[config.mk]
export PLATFORM = sky130hd
export DESIGN_NAME = tpc_host_ctrl
export DESIGN_NICKNAME = d
export VERILOG_FILES = /design/src/tpc_pkg.sv /design/src/tpc_time_base.sv /design/src/tpc_slot_sched.sv /design/src/tpc_host_ctrl.sv
export SDC_FILE = /design/constraint.sdc
export NUM_CORES = 1
export LEC_CHECK = 0
export ABC_AREA = 0
export ABC_CLOCK_PERIOD_IN_PS = 2900
export BUFFER_PORTS_ARGS = -buffer_cell sky130_fd_sc_hd__clkbuf_2
export CORE_MARGIN = 8
export CORE_UTILIZATION = 48
export CTS_BUF_LIST = sky130_fd_sc_hd__clkbuf_16
export CTS_CLUSTER_DIAMETER = 120
export DETAILED_ROUTE_END_ITERATION = 8
export GPL_TIMING_DRIVEN = 0
export MAX_ROUTING_LAYER = met4
export PLACE_DENSITY = 0.85
export SLEW_MARGIN = 15
export SYNTH_ARGS = -nofsm -noshare
export SYNTH_HDL_FRONTEND = slang
export SYNTH_SLANG_ARGS = --single-unit
[constraint.sdc]
create_clock -name pclk -period 2.9 [get_ports pclk]
set_input_delay 0.145 -clock pclk [delete_from_list [all_inputs] [get_ports pclk]]
set_output_delay 0.145 -clock pclk [all_outputs]
set_load 0.01 [all_outputs]
[src/tpc_pkg.sv]
// Shared constants, types and register map of the time processor host control block.
package tpc_pkg;

    localparam int TPC_NCH = 16;
    localparam int TPC_TBW = 16;
    localparam int TPC_AW = 12;
    localparam int TPC_DW = 32;
    localparam int TPC_REG_W = 16;
    localparam int TPC_CHW = 4;
    localparam logic [TPC_AW-1:0] TPC_SPACE = 12'h200;

    localparam logic [TPC_AW-1:0] TPC_OFF_CFG = 12'h000;
    localparam logic [TPC_AW-1:0] TPC_OFF_IEN = 12'h004;
    localparam logic [TPC_AW-1:0] TPC_OFF_IST = 12'h008;
    localparam logic [TPC_AW-1:0] TPC_OFF_TB1 = 12'h010;
    localparam logic [TPC_AW-1:0] TPC_OFF_TB2 = 12'h014;
    localparam logic [TPC_AW-1:0] TPC_OFF_FSEL = 12'h020;
    localparam logic [TPC_AW-1:0] TPC_OFF_HSEQ = 12'h030;
    localparam logic [TPC_AW-1:0] TPC_OFF_HSRQ = 12'h038;
    localparam logic [TPC_AW-1:0] TPC_OFF_PRI = 12'h040;

    localparam int TPC_CFG_STOP_BIT = 7;
    localparam int TPC_CFG_STF_BIT = 6;
    localparam int TPC_LVL_W = 3;
    localparam logic [TPC_LVL_W-1:0] TPC_LVL_RST = 3'h0;
    localparam logic [3:0] TPC_STRB_WORD = 4'hF;
    localparam int TPC_BYTE_CH = 8;

    localparam int TPC_FSEL_W = 4;
    localparam int TPC_HSEQ_W = 2;
    localparam int TPC_HSRQ_W = 2;
    localparam int TPC_PRI_W = 2;
    localparam logic [TPC_HSRQ_W-1:0] TPC_HSRQ_IDLE = 2'h0;

    localparam logic [TPC_FSEL_W-1:0] TPC_FN_PERIOD_PULSE_ACCUM = 4'hF;
    localparam logic [TPC_FSEL_W-1:0] TPC_FN_QUADRATURE_DECODE = 4'h6;
    localparam logic [TPC_FSEL_W-1:0] TPC_FN_PROG_TIME_ACCUM = 4'hF;
    localparam logic [TPC_FSEL_W-1:0] TPC_FN_HALL_DECODE = 4'h8;

    localparam int TPC_SLOTS = 7;
    localparam logic [2*TPC_SLOTS-1:0] TPC_SLOT_PATTERN = 14'h3B7B;

    typedef enum logic [1:0] {
        TPC_PRI_OFF = 2'b00,
        TPC_PRI_LOW = 2'b01,
        TPC_PRI_MID = 2'b10,
        TPC_PRI_HIGH = 2'b11
    } tpc_pri_t;

    typedef enum logic [1:0] {
        TPC_ST_RUN = 2'b00,
        TPC_ST_DRAIN = 2'b01,
        TPC_ST_HALT = 2'b10
    } tpc_stop_t;

    typedef struct packed {
        logic [TPC_NCH-1:0] flag_set;
        logic [TPC_NCH-1:0] svc_done;
        logic [TPC_NCH-1:0] link_req;
        logic idle;
        logic tb1_tick;
        logic tb2_tick;
    } tpc_evt_t;

    typedef struct packed {
        logic [TPC_NCH*TPC_FSEL_W-1:0] fsel;
        logic [TPC_NCH*TPC_HSEQ_W-1:0] hseq;
        logic [TPC_NCH*TPC_HSRQ_W-1:0] hsrq;
        logic [TPC_NCH*TPC_PRI_W-1:0] pri;
        logic [TPC_NCH-1:0] fn_valid;
        logic [TPC_NCH-1:0] irq_req;
        logic irq_any;
        logic eng_clk_en;
    } tpc_ctl_t;

endpackage

[src/tpc_time_base.sv]
// Free-running time base counter that holds its value while halted.
`timescale 1ns/100ps
module tpc_time_base #(
    parameter int W = 16
) (
    input wire logic pclk,
    input wire logic presetn,
    input wire logic tick,
    input wire logic hold,
    output logic [W-1:0] count
);
    logic [W-1:0] count_r;
    logic [W-1:0] count_nxt;

    if (W < 2) begin : g_chk
        $error("tpc_time_base: width too small");
    end

    always_comb begin
        count_nxt = count_r;
        if (tick && !hold) begin
            count_nxt = count_r + {{(W-1){1'b0}}, 1'b1};
        end
    end

    always_ff @(posedge pclk or negedge presetn) begin
        if (!presetn) begin
            count_r <= '0;
        end else begin
            count_r <= count_nxt;
        end
    end

    assign count = count_r;
endmodule // tpc_time_base

[src/tpc_slot_sched.sv]
// Seven-slot priority scheduler that picks one requesting channel per slot.
`timescale 1ns/100ps
module tpc_slot_sched #(
    parameter int NCH = 16
) (
    input wire logic pclk,
    input wire logic presetn,
    input wire logic halt,
    input wire logic [NCH*2-1:0] pri,
    input wire logic [NCH-1:0] req,
    output logic [$clog2(NCH)-1:0] grant_ch,
    output logic grant_valid,
    output logic [1:0] slot_level
);
    import tpc_pkg::*;

    localparam int CW = $clog2(NCH);
    logic [2:0] slot_r;
    logic [2:0] slot_nxt;
    logic [CW-1:0] ch_r;
    logic [CW-1:0] ch_nxt;
    logic vld_r;
    logic vld_nxt;
    logic [1:0] lvl_r;
    logic [1:0] lvl_nxt;
    logic [1:0] cur_lvl;

    if (NCH < 2) begin : g_chk
        $error("tpc_slot_sched: at least two channels needed");
    end

    always_comb begin
        cur_lvl = TPC_SLOT_PATTERN[slot_r*2 +: 2];
        slot_nxt = slot_r;
        ch_nxt = ch_r;
        vld_nxt = 1'b0;
        lvl_nxt = lvl_r;
        if (!halt) begin
            slot_nxt = (slot_r == 3'(TPC_SLOTS-1)) ? 3'h0 : slot_r + 3'h1;
            lvl_nxt = cur_lvl;
            for (int i = NCH-1; i >= 0; i--) begin
                if (req[i] && pri[i*2 +: 2] == cur_lvl && pri[i*2 +: 2] != TPC_PRI_OFF) begin
                    ch_nxt = CW'(i);
                    vld_nxt = 1'b1;
                end
            end
        end
    end

    always_ff @(posedge pclk or negedge presetn) begin
        if (!presetn) begin
            slot_r <= 3'h0;
            ch_r <= '0;
            vld_r <= 1'b0;
            lvl_r <= TPC_PRI_OFF;
        end else begin
            slot_r <= slot_nxt;
            ch_r <= ch_nxt;
            vld_r <= vld_nxt;
            lvl_r <= lvl_nxt;
        end
    end

    assign grant_ch = ch_r;
    assign grant_valid = vld_r;
    assign slot_level = lvl_r;
endmodule // tpc_slot_sched

[src/tpc_host_ctrl.sv]
// APB register bank for stop control, channel interrupts and channel control fields.
//
// The register offsets and the APB interface to the registers were chosen for this implementation.
`timescale 1ns/100ps
module tpc_host_ctrl #(
    parameter int NUM_CH = 16,
    parameter int UCODE_SET = 0
) (
    input wire logic pclk,
    input wire logic presetn,
    input wire logic psel,
    input wire logic penable,
    input wire logic pwrite,
    input wire logic [tpc_pkg::TPC_AW-1:0] paddr,
    input wire logic [tpc_pkg::TPC_DW-1:0] pwdata,
    input wire logic [3:0] pstrb,
    output logic [tpc_pkg::TPC_DW-1:0] prdata,
    output logic pready,
    output logic pslverr,
    input wire tpc_pkg::tpc_evt_t evt,
    output tpc_pkg::tpc_ctl_t ctl,
    output logic [tpc_pkg::TPC_TBW-1:0] tb1_value,
    output logic [tpc_pkg::TPC_TBW-1:0] tb2_value,
    output logic [tpc_pkg::TPC_CHW-1:0] grant_ch,
    output logic grant_valid,
    output logic [1:0] grant_level
);
    import tpc_pkg::*;

    localparam int FW = NUM_CH * TPC_FSEL_W;
    localparam int QW = NUM_CH * TPC_HSEQ_W;
    localparam int RW = NUM_CH * TPC_HSRQ_W;
    localparam int PW = NUM_CH * TPC_PRI_W;

    if (NUM_CH != TPC_NCH) begin : g_chk_ch
        $error("tpc_host_ctrl: channel count must match the package");
    end
    if (UCODE_SET != 0 && UCODE_SET != 1) begin : g_chk_set
        $error("tpc_host_ctrl: microcode set must be 0 or 1");
    end

    logic stop_r;
    logic stop_nxt;
    logic [TPC_LVL_W-1:0] lvl_r;
    logic [TPC_LVL_W-1:0] lvl_nxt;
    logic [NUM_CH-1:0] ien_r;
    logic [NUM_CH-1:0] ien_nxt;
    logic [NUM_CH-1:0] ist_r;
    logic [NUM_CH-1:0] ist_nxt;
    logic [NUM_CH-1:0] seen_r;
    logic [NUM_CH-1:0] seen_nxt;
    logic [FW-1:0] fsel_r;
    logic [FW-1:0] fsel_nxt;
    logic [QW-1:0] hseq_r;
    logic [QW-1:0] hseq_nxt;
    logic [RW-1:0] hsrq_r;
    logic [RW-1:0] hsrq_nxt;
    logic [PW-1:0] pri_r;
    logic [PW-1:0] pri_nxt;
    logic [TPC_DW-1:0] prdata_r;
    logic [TPC_DW-1:0] prdata_nxt;
    tpc_stop_t state_r;
    tpc_stop_t state_nxt;

    logic setup;
    logic access;
    logic wr_ok;
    logic in_space;
    logic hit_ist;
    logic hit_fsel;
    logic hit_hseq;
    logic hit_hsrq;
    logic hit_pri;
    logic [1:0] idx4;
    logic idx2;
    logic [NUM_CH-1:0] ist_clr;
    logic [NUM_CH-1:0] fn_valid;
    logic [NUM_CH-1:0] irq_req;
    logic [NUM_CH-1:0] svc_req;
    logic [RW-1:0] hsrq_done_mask;
    logic stopped;
    logic tb_hold;

    // Address decode; each group of field registers holds 16 bits per word.
    always_comb begin
        setup = psel && !penable;
        access = psel && penable;
        in_space = paddr < TPC_SPACE;
        hit_ist = paddr == TPC_OFF_IST;
        hit_fsel = paddr[TPC_AW-1:4] == TPC_OFF_FSEL[TPC_AW-1:4] && paddr[1:0] == 2'h0;
        hit_hseq = paddr[TPC_AW-1:3] == TPC_OFF_HSEQ[TPC_AW-1:3] && paddr[1:0] == 2'h0;
        hit_hsrq = paddr[TPC_AW-1:3] == TPC_OFF_HSRQ[TPC_AW-1:3] && paddr[1:0] == 2'h0;
        hit_pri = paddr[TPC_AW-1:3] == TPC_OFF_PRI[TPC_AW-1:3] && paddr[1:0] == 2'h0;
        idx4 = paddr[3:2];
        idx2 = paddr[2];
    end

    // Zero-wait slave; partial writes outside the status register are refused.
    assign pready = 1'b1;
    assign pslverr = access && (!in_space || (pwrite && !hit_ist && pstrb != TPC_STRB_WORD));
    assign wr_ok = access && pwrite && !pslverr;

    // Per-channel status flag, clear qualification and service-request done.
    for (genvar c = 0; c < NUM_CH; c++) begin : g_ch
        assign ist_clr[c] = wr_ok && hit_ist && pstrb[c / TPC_BYTE_CH] && !pwdata[c] && seen_r[c];
        assign ist_nxt[c] = evt.flag_set[c] || (ist_r[c] && !ist_clr[c]);
        assign seen_nxt[c] = (setup && !pwrite && hit_ist) ? ist_r[c] : (seen_r[c] && !ist_clr[c]);
        assign irq_req[c] = ist_r[c] && ien_r[c] && (lvl_r != TPC_LVL_RST);
        assign hsrq_done_mask[c*TPC_HSRQ_W +: TPC_HSRQ_W] = {TPC_HSRQ_W{evt.svc_done[c]}};
        assign svc_req[c] = (hsrq_r[c*TPC_HSRQ_W +: TPC_HSRQ_W] != TPC_HSRQ_IDLE) || evt.link_req[c];
        if (UCODE_SET == 0) begin : g_seta
            assign fn_valid[c] = fsel_r[c*TPC_FSEL_W +: TPC_FSEL_W] >= TPC_FN_QUADRATURE_DECODE &&
                fsel_r[c*TPC_FSEL_W +: TPC_FSEL_W] <= TPC_FN_PERIOD_PULSE_ACCUM;
        end else begin : g_setb
            assign fn_valid[c] = fsel_r[c*TPC_FSEL_W +: TPC_FSEL_W] >= TPC_FN_HALL_DECODE &&
                fsel_r[c*TPC_FSEL_W +: TPC_FSEL_W] <= TPC_FN_PROG_TIME_ACCUM;
        end
    end

    // Software-written control fields.
    always_comb begin
        stop_nxt = stop_r;
        lvl_nxt = lvl_r;
        ien_nxt = ien_r;
        fsel_nxt = fsel_r;
        hseq_nxt = hseq_r;
        pri_nxt = pri_r;
        hsrq_nxt = hsrq_r & ~hsrq_done_mask;
        if (wr_ok) begin
            if (paddr == TPC_OFF_CFG) begin
                stop_nxt = pwdata[TPC_CFG_STOP_BIT];
                lvl_nxt = pwdata[TPC_LVL_W-1:0];
            end
            if (paddr == TPC_OFF_IEN) begin
                ien_nxt = pwdata[NUM_CH-1:0];
            end
            if (hit_fsel) begin
                fsel_nxt[idx4*TPC_REG_W +: TPC_REG_W] = pwdata[TPC_REG_W-1:0];
            end
            if (hit_hseq) begin
                hseq_nxt[idx2*TPC_REG_W +: TPC_REG_W] = pwdata[TPC_REG_W-1:0];
            end
            if (hit_hsrq) begin
                hsrq_nxt[idx2*TPC_REG_W +: TPC_REG_W] = pwdata[TPC_REG_W-1:0];
            end
            if (hit_pri) begin
                pri_nxt[idx2*TPC_REG_W +: TPC_REG_W] = pwdata[TPC_REG_W-1:0];
            end
        end
    end

    // Stop sequence: wait for the engine to go idle, then gate it and report stopped.
    always_comb begin
        state_nxt = state_r;
        case (state_r)
            TPC_ST_RUN: begin
                if (stop_r) begin
                    state_nxt = TPC_ST_DRAIN;
                end
            end
            TPC_ST_DRAIN: begin
                if (!stop_r) begin
                    state_nxt = TPC_ST_RUN;
                end else if (evt.idle) begin
                    state_nxt = TPC_ST_HALT;
                end
            end
            TPC_ST_HALT: begin
                if (!stop_r) begin
                    state_nxt = TPC_ST_RUN;
                end
            end
            default: begin
                state_nxt = TPC_ST_RUN;
            end
        endcase
    end

    assign stopped = state_r == TPC_ST_HALT;
    assign tb_hold = stop_r || state_r != TPC_ST_RUN;

    // Read data are captured in the setup cycle and shown in the access cycle.
    always_comb begin
        prdata_nxt = prdata_r;
        if (setup && !pwrite) begin
            prdata_nxt = '0;
            if (paddr == TPC_OFF_CFG) begin
                prdata_nxt[TPC_CFG_STOP_BIT] = stop_r;
                prdata_nxt[TPC_CFG_STF_BIT] = stopped;
                prdata_nxt[TPC_LVL_W-1:0] = lvl_r;
            end
            if (paddr == TPC_OFF_IEN) begin
                prdata_nxt[NUM_CH-1:0] = ien_r;
            end
            if (hit_ist) begin
                prdata_nxt[NUM_CH-1:0] = ist_r;
            end
            if (paddr == TPC_OFF_TB1) begin
                prdata_nxt[TPC_TBW-1:0] = tb1_value;
            end
            if (paddr == TPC_OFF_TB2) begin
                prdata_nxt[TPC_TBW-1:0] = tb2_value;
            end
            if (hit_fsel) begin
                prdata_nxt[TPC_REG_W-1:0] = fsel_r[idx4*TPC_REG_W +: TPC_REG_W];
            end
            if (hit_hseq) begin
                prdata_nxt[TPC_REG_W-1:0] = hseq_r[idx2*TPC_REG_W +: TPC_REG_W];
            end
            if (hit_hsrq) begin
                prdata_nxt[TPC_REG_W-1:0] = hsrq_r[idx2*TPC_REG_W +: TPC_REG_W];
            end
            if (hit_pri) begin
                prdata_nxt[TPC_REG_W-1:0] = pri_r[idx2*TPC_REG_W +: TPC_REG_W];
            end
        end
    end

    always_ff @(posedge pclk or negedge presetn) begin
        if (!presetn) begin
            stop_r <= 1'b0;
            lvl_r <= TPC_LVL_RST;
            ien_r <= '0;
            ist_r <= '0;
            seen_r <= '0;
            fsel_r <= '0;
            hseq_r <= '0;
            hsrq_r <= '0;
            pri_r <= '0;
            prdata_r <= '0;
            state_r <= TPC_ST_RUN;
        end else begin
            stop_r <= stop_nxt;
            lvl_r <= lvl_nxt;
            ien_r <= ien_nxt;
            ist_r <= ist_nxt;
            seen_r <= seen_nxt;
            fsel_r <= fsel_nxt;
            hseq_r <= hseq_nxt;
            hsrq_r <= hsrq_nxt;
            pri_r <= pri_nxt;
            prdata_r <= prdata_nxt;
            state_r <= state_nxt;
        end
    end

    assign prdata = prdata_r;

    // Both time bases stop and keep their value while stopping or stopped.
    tpc_time_base #(
        .W(TPC_TBW)
    ) u_tb1 (
        .pclk(pclk),
        .presetn(presetn),
        .tick(evt.tb1_tick),
        .hold(tb_hold),
        .count(tb1_value)
    );

    tpc_time_base #(
        .W(TPC_TBW)
    ) u_tb2 (
        .pclk(pclk),
        .presetn(presetn),
        .tick(evt.tb2_tick),
        .hold(tb_hold),
        .count(tb2_value)
    );

    tpc_slot_sched #(
        .NCH(NUM_CH)
    ) u_sched (
        .pclk(pclk),
        .presetn(presetn),
        .halt(tb_hold),
        .pri(pri_r),
        .req(svc_req),
        .grant_ch(grant_ch),
        .grant_valid(grant_valid),
        .slot_level(grant_level)
    );

    // Channel fields and qualified requests towards the engine.
    always_comb begin
        ctl.fsel = fsel_r;
        ctl.hseq = hseq_r;
        ctl.hsrq = hsrq_r;
        ctl.pri = pri_r;
        ctl.fn_valid = fn_valid;
        ctl.irq_req = irq_req;
        ctl.irq_any = |irq_req;
        ctl.eng_clk_en = !stopped;
    end
endmodule // tpc_host_ctrl

# After elaboration in Yosys (flattened, before gate mapping)

Index checks and enable logic that the tools add are counted.

Word-level logic and storage cells: 450
Output and inout bits: 267
Flip-flop bits (word level): 272
Bits of input ports: 104

Reduce and logical (&&, ||, !) cells: 281
Shift operators: 9
Equal/unequal tests: 31
Bitwise logic cells: 3
$lt $le $gt $ge: 33
Muxes and demuxes: 71
$add $sub $neg: 5

Operators by type and width:

| cell                                                                     | number |
|---|---|
| 1-bit logical AND                                                        | 162 |
| 16-bit two-way mux                                                       | 8 |
| 32-bit bitwise mux                                                       | 3 |
| 32-bit by 6-bit variable part select with 16-bit output                  | 3 |
| 2-bit nonzero test                                                       | 33 |
| 64-bit bitwise mux                                                       | 1 |
| 4-bit by 3-bit >= comparator with 1-bit output, second input constant    | 16 |
| 4-bit <= comparator, second input constant                               | 16 |
| 32-bit two-way mux                                                       | 2 |
| 4-bit two-way mux                                                        | 16 |
| 16-bit by 34-bit variable shift with 64-bit output, first input constant | 1 |
| 16-bit by 34-bit variable part select with 64-bit output                 | 1 |
| 64-bit by 7-bit variable part select with 16-bit output                  | 1 |
| 1-bit zero test                                                          | 39 |
| 1-bit logical OR                                                         | 34 |
| 5-bit negator with 34-bit output                                         | 1 |
| 6-bit negator with 34-bit output                                         | 1 |
| 16-bit by 34-bit variable shift with 32-bit output, first input constant | 1 |
| 16-bit by 34-bit variable part select with 32-bit output                 | 1 |
| 1-bit two-way mux                                                        | 33 |
| 16-bit by 1-bit adder with 16-bit output, second input constant          | 2 |
| 32-bit bitwise AND                                                       | 1 |
| 2-bit == test                                                            | 16 |
| 32-bit inverter                                                          | 1 |
| 26 further kinds                                                         | 40 |

# Depth between registers and ports, before layout

Gate-level depths: netlist (run 1).

Word-level depth: 21
Gate-level depth with buffers: 13
Gate-level depth less buffers: 9

# Modules after synthesis

From an unflattened synthesis (run 1), not the netlist that was laid out.

Cells, all modules: 1379
Area, all modules: 14650.3 sq um

Modules (own cells, without submodules):

| module                 | area an instance (sq um) | cells each | times used | sequential area each (sq um) |
|---|---|---|---|---|
| tpc_host_ctrl          | 12019.0                  | 1126       | 1          | 5755.5 |
| tpc_slot_sched         | 1161.1                   | 135        | 1          | 250.2 |
| tpc_time_base at u_tb1 | 738.2                    | 57         | 1          | 400.4 |
| tpc_time_base at u_tb2 | 732.0                    | 61         | 1          | 400.4 |

# Least setup slack after synthesis (run 1)

No wires, ideal clock.

Path type: flip-flop to flip-flop
Start point: register u_sched.slot_r[0]
End point: register u_sched.ch_r[1], in the netlist u_sched.grant_ch[1]
Data required time: 2775 ps
Cell stages (with the launch flop): 14
Slack: -142 ps
Arrival time: 2917 ps
Path buffers: 4
Path through: dfrtp_1 buf_2 clkbuf_1 nand2_1 ha_1 clkbuf_1 or2_1 clkbuf_1 nor3b_1 a21oi_1 o31ai_1 nor4_2 a41oi_2 mux2_2

Cells in the longest elaborated chain, start to end: 19
Elaborated cells between the ends (all ways): 66
Those cells by class: 16 x eq/ne; 1 x shift; 15 x mux; 34 x reduce/logical

Ends and longest elaborated chain:

| item                                                       | RTL line             | RTL |
|---|---|---|
| start: declaration                                         | tpc_slot_sched.sv:18 | `logic [2:0] slot_r;` |
| start signal: assignment                                   | tpc_slot_sched.sv:57 | `slot_r <= slot_nxt;` |
| 14-bit by 5-bit variable part select with 2-bit output (*) | tpc_slot_sched.sv:33 | `cur_lvl = TPC_SLOT_PATTERN[slot_r*2 +: 2];` |
| 2-bit == test                                              | tpc_slot_sched.sv:42 | `if (req[i] && pri[i*2 +: 2] == cur_lvl && pri[i*2 +: 2] != TPC_PRI_OFF) begin` |
| 1-bit logical AND (2 in a row)                             | tpc_slot_sched.sv:42 |  |
| 4-bit two-way mux (15 in a row)                            | tpc_slot_sched.sv:42 |  |
| end signal: assignment                                     | tpc_slot_sched.sv:58 | `ch_r <= ch_nxt;` |
| end: declaration                                           | tpc_slot_sched.sv:20 | `logic [CW-1:0] ch_r;` |

Every way passes the cells marked *; elsewhere a longest branch is shown, timed or not.
A chain may end at the register's enable or synchronous reset.

# Final worst setup path (run 1)

Start point: input port paddr[2] (netlist bit)
End point: register fsel_r[55]

Cells in the longest elaborated chain, start to end: 9
Elaborated cells between the ends (all ways): 15
Those cells by class: 1 x add/sub; 1 x order compare; 1 x eq/ne; 2 x shift; 1 x mux; 9 x reduce/logical

Ends and longest elaborated chain:

| item                                                                                     | RTL line             | RTL |
|---|---|---|
| start: declaration                                                                       | tpc_host_ctrl.sv:14  | `input wire logic [tpc_pkg::TPC_AW-1:0] paddr,` |
| parallel branches: the longest is 9 deep, another holds 6-bit negator with 34-bit output | n/a                  |  |
| end signal: assignment                                                                   | tpc_host_ctrl.sv:238 | `fsel_r <= fsel_nxt;` |
| end: declaration                                                                         | tpc_host_ctrl.sv:52  | `logic [FW-1:0] fsel_r;` |

Several ways; the timed one is not identified.

==> flow_summary.yaml, run 1 <==
layout:
  design_area_um2: 18200
  layout_common_cells: "clkbuf_2 (352), dfrtp_1 (270), nand2_1 (263)"
  n_fill_cell: 2364
  area_delta_synth_final_pct: 28.1
  fin_nets: 1958
  final_util: 0.618
  drive_gt1_frac: 0.320
  final_common_cell: "clkbuf_2"
synth:
  yosysWarnings: 0
  yosysSeqAreaShare: 0.480
  synth-edff-count: 0
  postSynthAreaPerCell_um2: 10.1
  yosys.area.top_type: "dfrtp_1"
  synth_flop_cell: "dfrtp_1"
  synth_top_area_frac: 0.480
  synth-seq-cells: 272
  synth-async-reset-ratio: 1.00
  synthesis.instances: 1399
  synthesis.area_um2: 14200
  yosys-top-cells-area: "dfrtp_1 (48%), nand2_1 (7.0%), mux2_2 (7.0%)"
  synth.distinct_cells: 75
critical_path:
  start_kind: "input port"
  critPathCaptureType: "register"
  cp_top_family: "buffers and inverters"
  path_cells: "clkbuf_2, buf_2, clkbuf_4, clkinvlp_4, ha_1, clkbuf_1, nor3_1, clkbuf_1, nand2_1, o21ai_0"
  critPathMaxStageDelay_ns: 0.93
  critPathMaxFanout: 10
  crit_arrival_ns: 3.31
  r2r_cells: 11
  worst_r2r_endpoint: "u_sched.grant_ch[1]$_DFFE_PN0P_"
  worstSetupPathDepth: 10
  worstPathRequired_ns: 3.38
  ff2ff_setup_slack_ns: 0.17
  worstReg2RegStart: "u_sched.slot_r[0]$_DFFE_PN0N_"
  crit_start: "paddr[2]"
  worst-path-buf-inv: 6
  cp_common_cell: "clkbuf_1"
  critical_path_class: "in2reg"
  cp_slowest_cell: "nor3_1"
routing:
  final_antenna_net_count: 0
  avgViaCountPerCell: 6.06
  drt-wirelength-per-cell_um: 24.8
  drt_iter0_markers: 1285
  via_count: 13697
  drc_errors: 1
  wl_um: 56000
  drtPass1Iterations: 9
cts:
  cts-buffers-inserted: 29
  insertion_delay_ns: 0.56
  root_buffer: "clkbuf_16"
  numClockSinks: 272
  clk_path_buf_depth: 3
  clk_pin_slew_worst_paths_ns: 0.06
  cts_tree: "done"
  cts_htree_levels: 1
global_route:
  track_usage: 0.316
  grt_pass1_vias: 14027
  grt_max_degree: 99
  overflow: 0
  antenna_found_initial: 5
  grt_pass1_wl_um: 84000
die:
  rows: 63
  core_um2: 29400
  die-area_um2: 35300
  die_x_um: 188
  die_y_um: 188
  io_pins: 371
  initial_core_util: 0.482
placed_design:
  dp_hpwl_um: 42000
  port_buffers: 337
  post_dp_cell_area_um2: 16500
  gp_congestion: 0.972
pwr:
  powerDensity_nw_per_um2: 519
  fin_total_pwr_uw: 9440
  p_leak_uw: 0.00900
  irDropWorstVdd_v: 0.000461
worst_hold_path:
  worstHoldPathCells: 4
  worstHoldStart: "psel"
  hold_class: "in2reg"
  hold_end: "prdata[1]$_DFFE_PN0P_"
sta:
  period_share: 0.978
  max_slew_margin: 0.256
  worstMarginPinSlew_ns: 1.11
  rsz0062_at_grt: "false"
  clock.fmax_ghz: 0.352
  hold_ws_ns: 0.0890
  finalSetupViolations: 0
  hold_violations: 0
  fin_crit_ns: 2.84
  skew_ns: 0.0122
  slew_violations: 0
run_status:
  violations: "design-rule violations"
  status: "finished with violations"
run:
  drv_cap: 0
[per-layer routing]
metal  vias up  part of all wire  GRT usage
met5         -                 0          -
met3       214             0.093     0.0784
met2       895              0.47      0.495
met4         0             0.060      0.163
li1       5894                 -          -
met1      6694              0.38      0.375
[state kept, by name (all words and copies together), names as in the netlist, 2 cells and up]
register	count
u_tb1.count	16
fsel_r	64
lvl_r	3
ist_r	16
prdata	16
u_sched.grant_ch	4
seen_r	16
state_r	2
u_sched.slot_r	3
hsrq_r	32
hseq_r	32
pri_r	32
u_sched.slot_level	2
ien_r	16
u_tb2.count	16
[area by class of cell]
cell class	count	area [µm²]	area share
Inverter	12	48.8	0.00268
Buffer	103	543	0.0299
Clock inverter	24	134	0.00737
Antenna cell	5	12.5	0.000688
Multi-Input combinational cell	1020	7010	0.386
Clock buffer	29	726	0.0399
Timing Repair Buffer	407	2410	0.132
Tap cell	390	488	0.0268
Sequential cell	272	6810	0.375
[worst max-delay path by stage]
stage / slack [ns] / to
2_1_floorplan: 0.05 / u_sched.grant_ch[1]$_DFFE_PN0P_
3_3_place_gp: -3.96 / hsrq_r[27]$_DFF_PN0_
3_5_place_dp: -1.09 / prdata[10]$_DFFE_PN0P_
4_1_cts: 0.003 / u_sched.grant_ch[3]$_DFFE_PN0P_
5_1_grt: 0.003 / fsel_r[55]$_DFFE_PN0P_
6_report: 0.06 / fsel_r[55]$_DFFE_PN0P_
[cells by family (layout without fill, tap and decap cells)]
kind of cell / Yosys count / in the layout / synth area share
and+or+nand+nor: 501 / 502 / 0.178
AOI/OAI and AO/OA: 302 / 302 / 0.141
DFF: 272 / 272 / 0.480
muxes: 152 / 152 / 0.129
buffers and inverters: 123 / 575 / 0.0408
xor gates and xnor gates: 38 / 38 / 0.0235
adders and majority gates: 9 / 9 / 0.00794
other: 2 / 22 / 0.000529
[per-stage QoR]
step,worst slack (ns),instances,setup TNS [ns]
floorplan,0.0490,1414,0
global placement,-3.96,2141,-1152.19
detailed placement,-1.09,2143,-92.37
CTS,0.00325,2258,0
global route,0.00350,2262,0
finish,0.0628,2262,0
[cells in the mapped netlist, types with 14 or more instances]
cell / count
nand2b_1: 19
buf_2: 17
a21o_1: 34
mux4_2: 16
mux2i_1: 48
nand3b_1: 33
or3_1: 14
mux2_2: 88
nand3_1: 41
o21ai_0: 151
nor2_1: 25
buf_4: 19
and3_1: 26
clkbuf_1: 67
dfrtp_1: 272
xnor2_1: 27
o221ai_1: 23
nand2_1: 264
[what timing repair did]
| action | in CTS | in global routing |
|---|---|---|
| setup buffers | 7 | 3 |
| hold endpoints to repair | 157 | 0 |
| pin swaps | 4 | 3 |
| gates resized for setup | 11 | 52 |
| hold buffers | 58 | 0 |
| cloned | 1 | 0 |
| setup endpoints to repair | 34 | 144 |
[where the power goes]
| group | leakage (µW) | switching (µW) | internal [µW] |
|---|---|---|---|
| Combinational | 0.00491 | 1080 | 674 |
| Clock | 0.000450 | 1560 | 1890 |
| Sequential | 0.00364 | 265 | 3970 |
[tightest hold or removal path: stages]
cell and delay [ns]:
clkbuf_2 0.10, nand2_1 0.21, nand2_1 0.08, o21ai_0 0.06
No activity file was read; power rests on OpenSTA's default activity.
==> run 2: changes to the inputs <==
Settings changed: CAP_MARGIN set to 20, CORE_UTILIZATION 48 to 49, SYNTH_HIERARCHICAL set to 1.
==> flow_summary.yaml, run 2 <==
pwr:
  irDropWorstVdd_v: 0.000461
  p_leak_uw: 0.00887
  powerDensity_nw_per_um2: 525
  fin_total_pwr_uw: 9740
global_route:
  grt_pass1_wl_um: 87900
  grt_max_degree: 100
  overflow: 0
  antenna_found_initial: 2
  track_usage: 0.329
  grt_pass1_vias: 14163
die:
  io_pins: 371
  initial_core_util: 0.496
  die-area_um2: 35700
  rows: 63
  core_um2: 29600
  die_y_um: 189
  die_x_um: 189
cts:
  cts_tree: "done"
  cts-buffers-inserted: 30
  numClockSinks: 272
  cts_htree_levels: 1
  clk_path_buf_depth: 3
  insertion_delay_ns: 0.58
  clk_pin_slew_worst_paths_ns: 0.07
  root_buffer: "clkbuf_16"
sta:
  rsz0062_at_grt: "true"
  period_share: 0.971
  skew_ns: 0.0218
  clock.fmax_ghz: 0.355
  worstMarginPinSlew_ns: 1.09
  hold_violations: 0
  max_slew_margin: 0.266
  fin_crit_ns: 2.82
  finalSetupViolations: 0
  slew_violations: 0
  setup_ws_ns: 0.0847
critical_path:
  critPathMaxFanout: 10
  critPathCaptureType: "register"
  crit_arrival_ns: 3.28
  start_kind: "register"
  critical_path_class: "reg2reg"
  worstPathRequired_ns: 3.37
layout:
  largest_register: "fsel_r"
  area_delta_synth_final_pct: 26.6
  largest_reg_flops: 64
  fin_nets: 1934
  final_common_cell: "clkbuf_2"
  stdcell_count: 2237
  layout_common_cells: "clkbuf_2 (337), dfrtp_1 (271), mux2_2 (130)"
  final_util: 0.627
  drive_gt1_frac: 0.345
routing:
  drt_iter0_markers: 1673
  wl_um: 59100
  drtPass1Iterations: 6
  drc_errors: 0
  via_count: 13884
  final_antenna_net_count: 0
  drt-wirelength-per-cell_um: 26.4
  avgViaCountPerCell: 6.21
placed_design:
  dp_hpwl_um: 44900
  dp_slack_ns: -0.585
  port_buffers: 337
  dp.cells: 2124
  gp_congestion: 1.00
synth:
  synth_commonest_cells: "dfrtp_1 (272), mux2_2 (130), nand2_1 (123)"
  synthesis.area_um2: 14700
  yosysSeqAreaShare: 0.465
  synth-seq-cells: 272
  synthesis.instances: 1379
  yosys.area.top_type: "dfrtp_1"
  synth-edff-count: 0
  synth-async-reset-ratio: 1.00
  yosys-top-cells-area: "dfrtp_1 (46%), mux2_2 (10%), mux4_2 (4.9%)"
  synth_top_area_frac: 0.465
  postSynthAreaPerCell_um2: 10.6
  synth_flop_cell: "dfrtp_1"
  synthMostInstantiatedCell: "dfrtp_1"
  synth.distinct_cells: 83
  yosysWarnings: 6
run_status:
  status: "complete, no violations"
run:
  drv_cap: 0
worst_hold_path:
  hold_class: "in2reg"
run 2: cell types whose count changed in the layout (fill, tap and decap cells not counted), sizes merged, moves of 16 or more:
cell    previous run  this run
nand2            266       126
inv               18        88
mux2              88       131
mux2i             48         7
nor2b              4        43
nand3             44        81
o21ai            151       117
o221ai            23         1
and3              26         5
nor4b              1        19
mux4              16        32
nand2b            19         3
nand3b            33        17
run 2: path summary, 6_finish.rpt:
path                                                          end                              start  slack, ns  depth (start not counted)
worst max-delay path              u_sched/grant_ch[1]$_DFFE_PN0P_      u_sched/slot_r[0]$_DFFE_PN0N_       0.08                          9
worst min-delay path                   u_tb2/count[0]$_DFFE_PN0P_                             evt[0]       0.04                          3
worst max register to register    u_sched/grant_ch[1]$_DFFE_PN0P_      u_sched/slot_r[0]$_DFFE_PN0N_       0.08                          9
worst min register to register  u_sched/slot_level[1]$_DFFE_PN0N_  u_sched/slot_level[1]$_DFFE_PN0N_       0.52                          1
max in group asynchronous                   pri_r[10]$_DFFE_PN0P_                            presetn       1.89                          4
min in group asynchronous              u_tb2/count[9]$_DFFE_PN0P_                            presetn       0.20                          3
run 2: through the flow:
step | hold slack [ns] | setup TNS, ns | area, µm²
finish | 0.0409 | 0 | 18500
global route | 0.0515 | -0.0463 | 18500
global placement | 0.325 | -1075.00 | 16900
detailed placement | -0.0163 | -45.40 | 17000
floorplan | -0.151 | 0 | 14700
CTS | 0.0160 | 0 | 18500
run 2: final cells by class:
| cell class | count | area [µm²] |
|---|---|---|
| Antenna cell | 2 | 5.00 |
| Clock buffer | 30 | 751 |
| Fill cell | 2370 | 11000 |
| Buffer | 103 | 522 |
| Sequential cell | 272 | 6810 |
| Tap cell | 390 | 488 |
| Timing Repair Buffer | 395 | 2330 |
| Clock inverter | 26 | 243 |
| Multi-Input combinational cell | 935 | 7080 |
| Inverter | 84 | 315 |
run 2: kinds of logic after synthesis:
kind of cell | synth area share
AOI/OAI and AO/OA | 0.130
and+or+nand+nor | 0.158
buffers and inverters | 0.0570
DFF | 0.465
xor gates and xnor gates | 0.0275
muxes | 0.155
adders and majority gates | 0.00769
other | 0.000513
run 2: timing repair:
action,CTS,global route
endpoints found under the hold margin,276,0
setup buffers,0,2
resized for setup,2,4
pin swaps,0,1
endpoints found under the setup margin,12,43
hold buffers,52,0
run 2: routing by layer:
metal,vias to the layer above,part of all wire,track usage
li1,5832,-,-
met1,6861,0.38,0.406
met2,987,0.46,0.511
met3,204,0.11,0.0806
met4,0,0.050,0.143
met5,-,0,-
run 2: power by group:
group	total, µW	leakage [µW]	internal, µW	switching, µW
clock network	3850	0.000494	2170	1680
registers	4230	0.00330	3960	270
logic	1660	0.00508	675	984
total	9740	0.00887	6800	2930
run 2: critical path, cell delays in order (launching register included):
cell and delay, ns:
dfrtp_2 0.44, nand2_1 0.11, ha_1 0.23, or2_2 0.36, nand3_2 0.19, buf_2 0.28, o32a_1 0.29, and4_1 0.28
a41oi_4 0.18, mux2_4 0.33
==> run 3: changes to the inputs <==
Settings changed: ABC_CLOCK_PERIOD_IN_PS 2900 to 3200, CAP_MARGIN 20 to 0, CORE_UTILIZATION 49 to 54, GPL_TIMING_DRIVEN 0 to not set, PLACE_DENSITY 0.85 to 0.89.
Clock period 2.9 ns to 3.2 ns, I/O delays scaled along.
==> flow_summary.yaml, run 3 (synthesis gave the netlist of run 2 again) <==
routing:
  avgViaCountPerCell: 6.37
  final_antenna_net_count: 0
  drtPass1Iterations: 6
  drt-wirelength-per-cell_um: 26.0
  drc_errors: 0
  via_count: 13351
  drt_iter0_markers: 1279
  wl_um: 54500
die:
  initial_core_util: 0.547
  rows: 60
  die_y_um: 181
  die_x_um: 181
  die-area_um2: 32700
  core_um2: 26800
  io_pins: 371
layout:
  n_fill_cell: 1997
  largest_reg_flops: 64
  area_delta_synth_final_pct: 22.2
  final_common_cell: "clkbuf_2"
  drive_gt1_frac: 0.351
  fin_nets: 1846
  layout_common_cells: "clkbuf_2 (335), dfrtp_1 (272), mux2_2 (130)"
  largest_register: "fsel_r"
global_route:
  overflow: 0
  grt_pass1_vias: 13523
  grt_max_degree: 115
  grt_pass1_wl_um: 82200
  antenna_found_initial: 2
  track_usage: 0.330
cts:
  cts-buffers-inserted: 29
  clk_path_buf_depth: 3
  numClockSinks: 272
  insertion_delay_ns: 0.55
  post_cts_buffers: 0
  root_buffer: "clkbuf_16"
  clk_pin_slew_worst_paths_ns: 0.06
  cts_tree: "done"
  cts_htree_levels: 1
run:
  drv_cap: 0
sta:
  rsz0062_at_grt: "false"
  period_share: 0.891
  max_slew_margin: 0.205
  slew_violations: 0
  setup_ws_ns: 0.347
  clock.fmax_ghz: 0.351
  skew_ns: 0.0114
  fin_crit_ns: 2.85
  hold_violations: 0
  finalSetupViolations: 0
  worstMarginPinSlew_ns: 1.19
  final.setup.tns_ns: 0
critical_path:
  r2r_cells: 9
  start_kind: "register"
  critical_path_class: "reg2reg"
  crit_arrival_ns: 3.29
  worstReg2RegStart: "u_sched/slot_r[0]$_DFFE_PN0N_"
  critPathMaxFanout: 9
  worst_r2r_endpoint: "u_sched/grant_ch[1]$_DFFE_PN0P_"
  ff2ff_setup_slack_ns: 0.35
  critPathCaptureType: "register"
  worstPathRequired_ns: 3.63
worst_hold_path:
  hold_end: "hsrq_r[22]$_DFF_PN0_"
  worstHoldStart: "evt[30]"
  hold_class: "in2reg"
  worstHoldPathCells: 3
pwr:
  powerDensity_nw_per_um2: 471
  p_leak_uw: 0.00864
  irDropWorstVdd_v: 0.000399
placed_design:
  dp_hpwl_um: 39900
  port_buffers: 337
  gp_congestion: 0.947
  dp_slack_ns: 0.402
run_status:
  status: "complete, no violations"
-- run 3: changes by cell type in the layout (fill, tap and decap cells not counted), sizes merged --
| cell | before | now |
|---|---|---|
| buf | 55 | 43 |
| clkbuf | 421 | 364 |
| clkinvlp | 4 | 0 |
| dlygate4sd3 | 52 | 33 |
| inv | 88 | 89 |
-- run 3: area by class of cell --
cell class,instances,area (µm²),area share
flip-flops and latches,272,6810,0.380
repair buffers,411,2370,0.133
well taps,341,427,0.0238
inverters,84,315,0.0176
clock inverters,23,173,0.00964
multi-input cells,935,7080,0.395
clock buffers,29,726,0.0405
diodes,2,5.00,0.000280
-- run 3: power by group --
part / switching [µW] / internal [µW] / leakage (µW) / total [µW]
logic: 824 / 536 / 0.00488 / 1360
clock network: 1400 / 1870 / 0.000464 / 3270
registers: 222 / 3590 / 0.00330 / 3810
total: 2450 / 5990 / 0.00864 / 8440
-- run 3: how the worst max path moves through the flow --
| stage | slack, ns | cells past startpoint | endpoint | start |
|---|---|---|---|---|
| 5_1_grt | 0.26 | 9 | u_sched/grant_ch[1]$_DFFE_PN0P_ | u_sched/slot_r[0]$_DFFE_PN0N_ |
| 6_report | 0.35 | 9 | u_sched/grant_ch[1]$_DFFE_PN0P_ | u_sched/slot_r[0]$_DFFE_PN0N_ |
| 3_5_place_dp | 0.40 | 9 | u_sched/grant_ch[1]$_DFFE_PN0P_ | u_sched/slot_r[0]$_DFFE_PN0N_ |
| 2_1_floorplan | 0.72 | 9 | u_sched/grant_ch[1]$_DFFE_PN0P_ | u_sched/slot_r[0]$_DFFE_PN0N_ |
| 4_1_cts | 0.39 | 9 | u_sched/grant_ch[1]$_DFFE_PN0P_ | u_sched/slot_r[0]$_DFFE_PN0N_ |
| 3_3_place_gp | 0.45 | 9 | u_sched/grant_ch[1]$_DFFE_PN0P_ | u_sched/slot_r[0]$_DFFE_PN0N_ |
-- run 3: layer usage --
layer | track usage | vias up | share of wire
met5 | - | - | 0
met4 | 0.156 | 0 | 0.052
met3 | 0.0826 | 178 | 0.11
met2 | 0.508 | 927 | 0.46
met1 | 0.407 | 6593 | 0.38
li1 | - | 5653 | -
-- run 3: repair_timing --
item	4_1_cts	5_1_grt
hold buffers	33	0
endpoints found under the hold margin	151	0
gates resized for setup	0	0
-- run 3: worst max-delay path: stages (launching register included) --
cell     delay, ns
dfrtp_1       0.46
nand2_1       0.11
ha_1          0.24
nor2_4        0.30
buf_4         0.27
xnor2_1       0.08
o32a_1        0.36
and4_1        0.25
a41oi_4       0.34
mux2_4        0.33
-- run 3: stage by stage --
step,hold slack (ns),utilization,std cells,total power (µW),instance area (µm²)
after floorplan,-0.136,-,1394,4670,14700
after global placement,0.308,0.622,2010,5110,16700
after detailed placement,0.312,0.622,2010,5170,16700
after CTS,0.00730,0.668,2095,8420,17900
after global routing,0.0129,0.668,2097,8690,17900
final,0.0147,0.668,2097,8440,17900
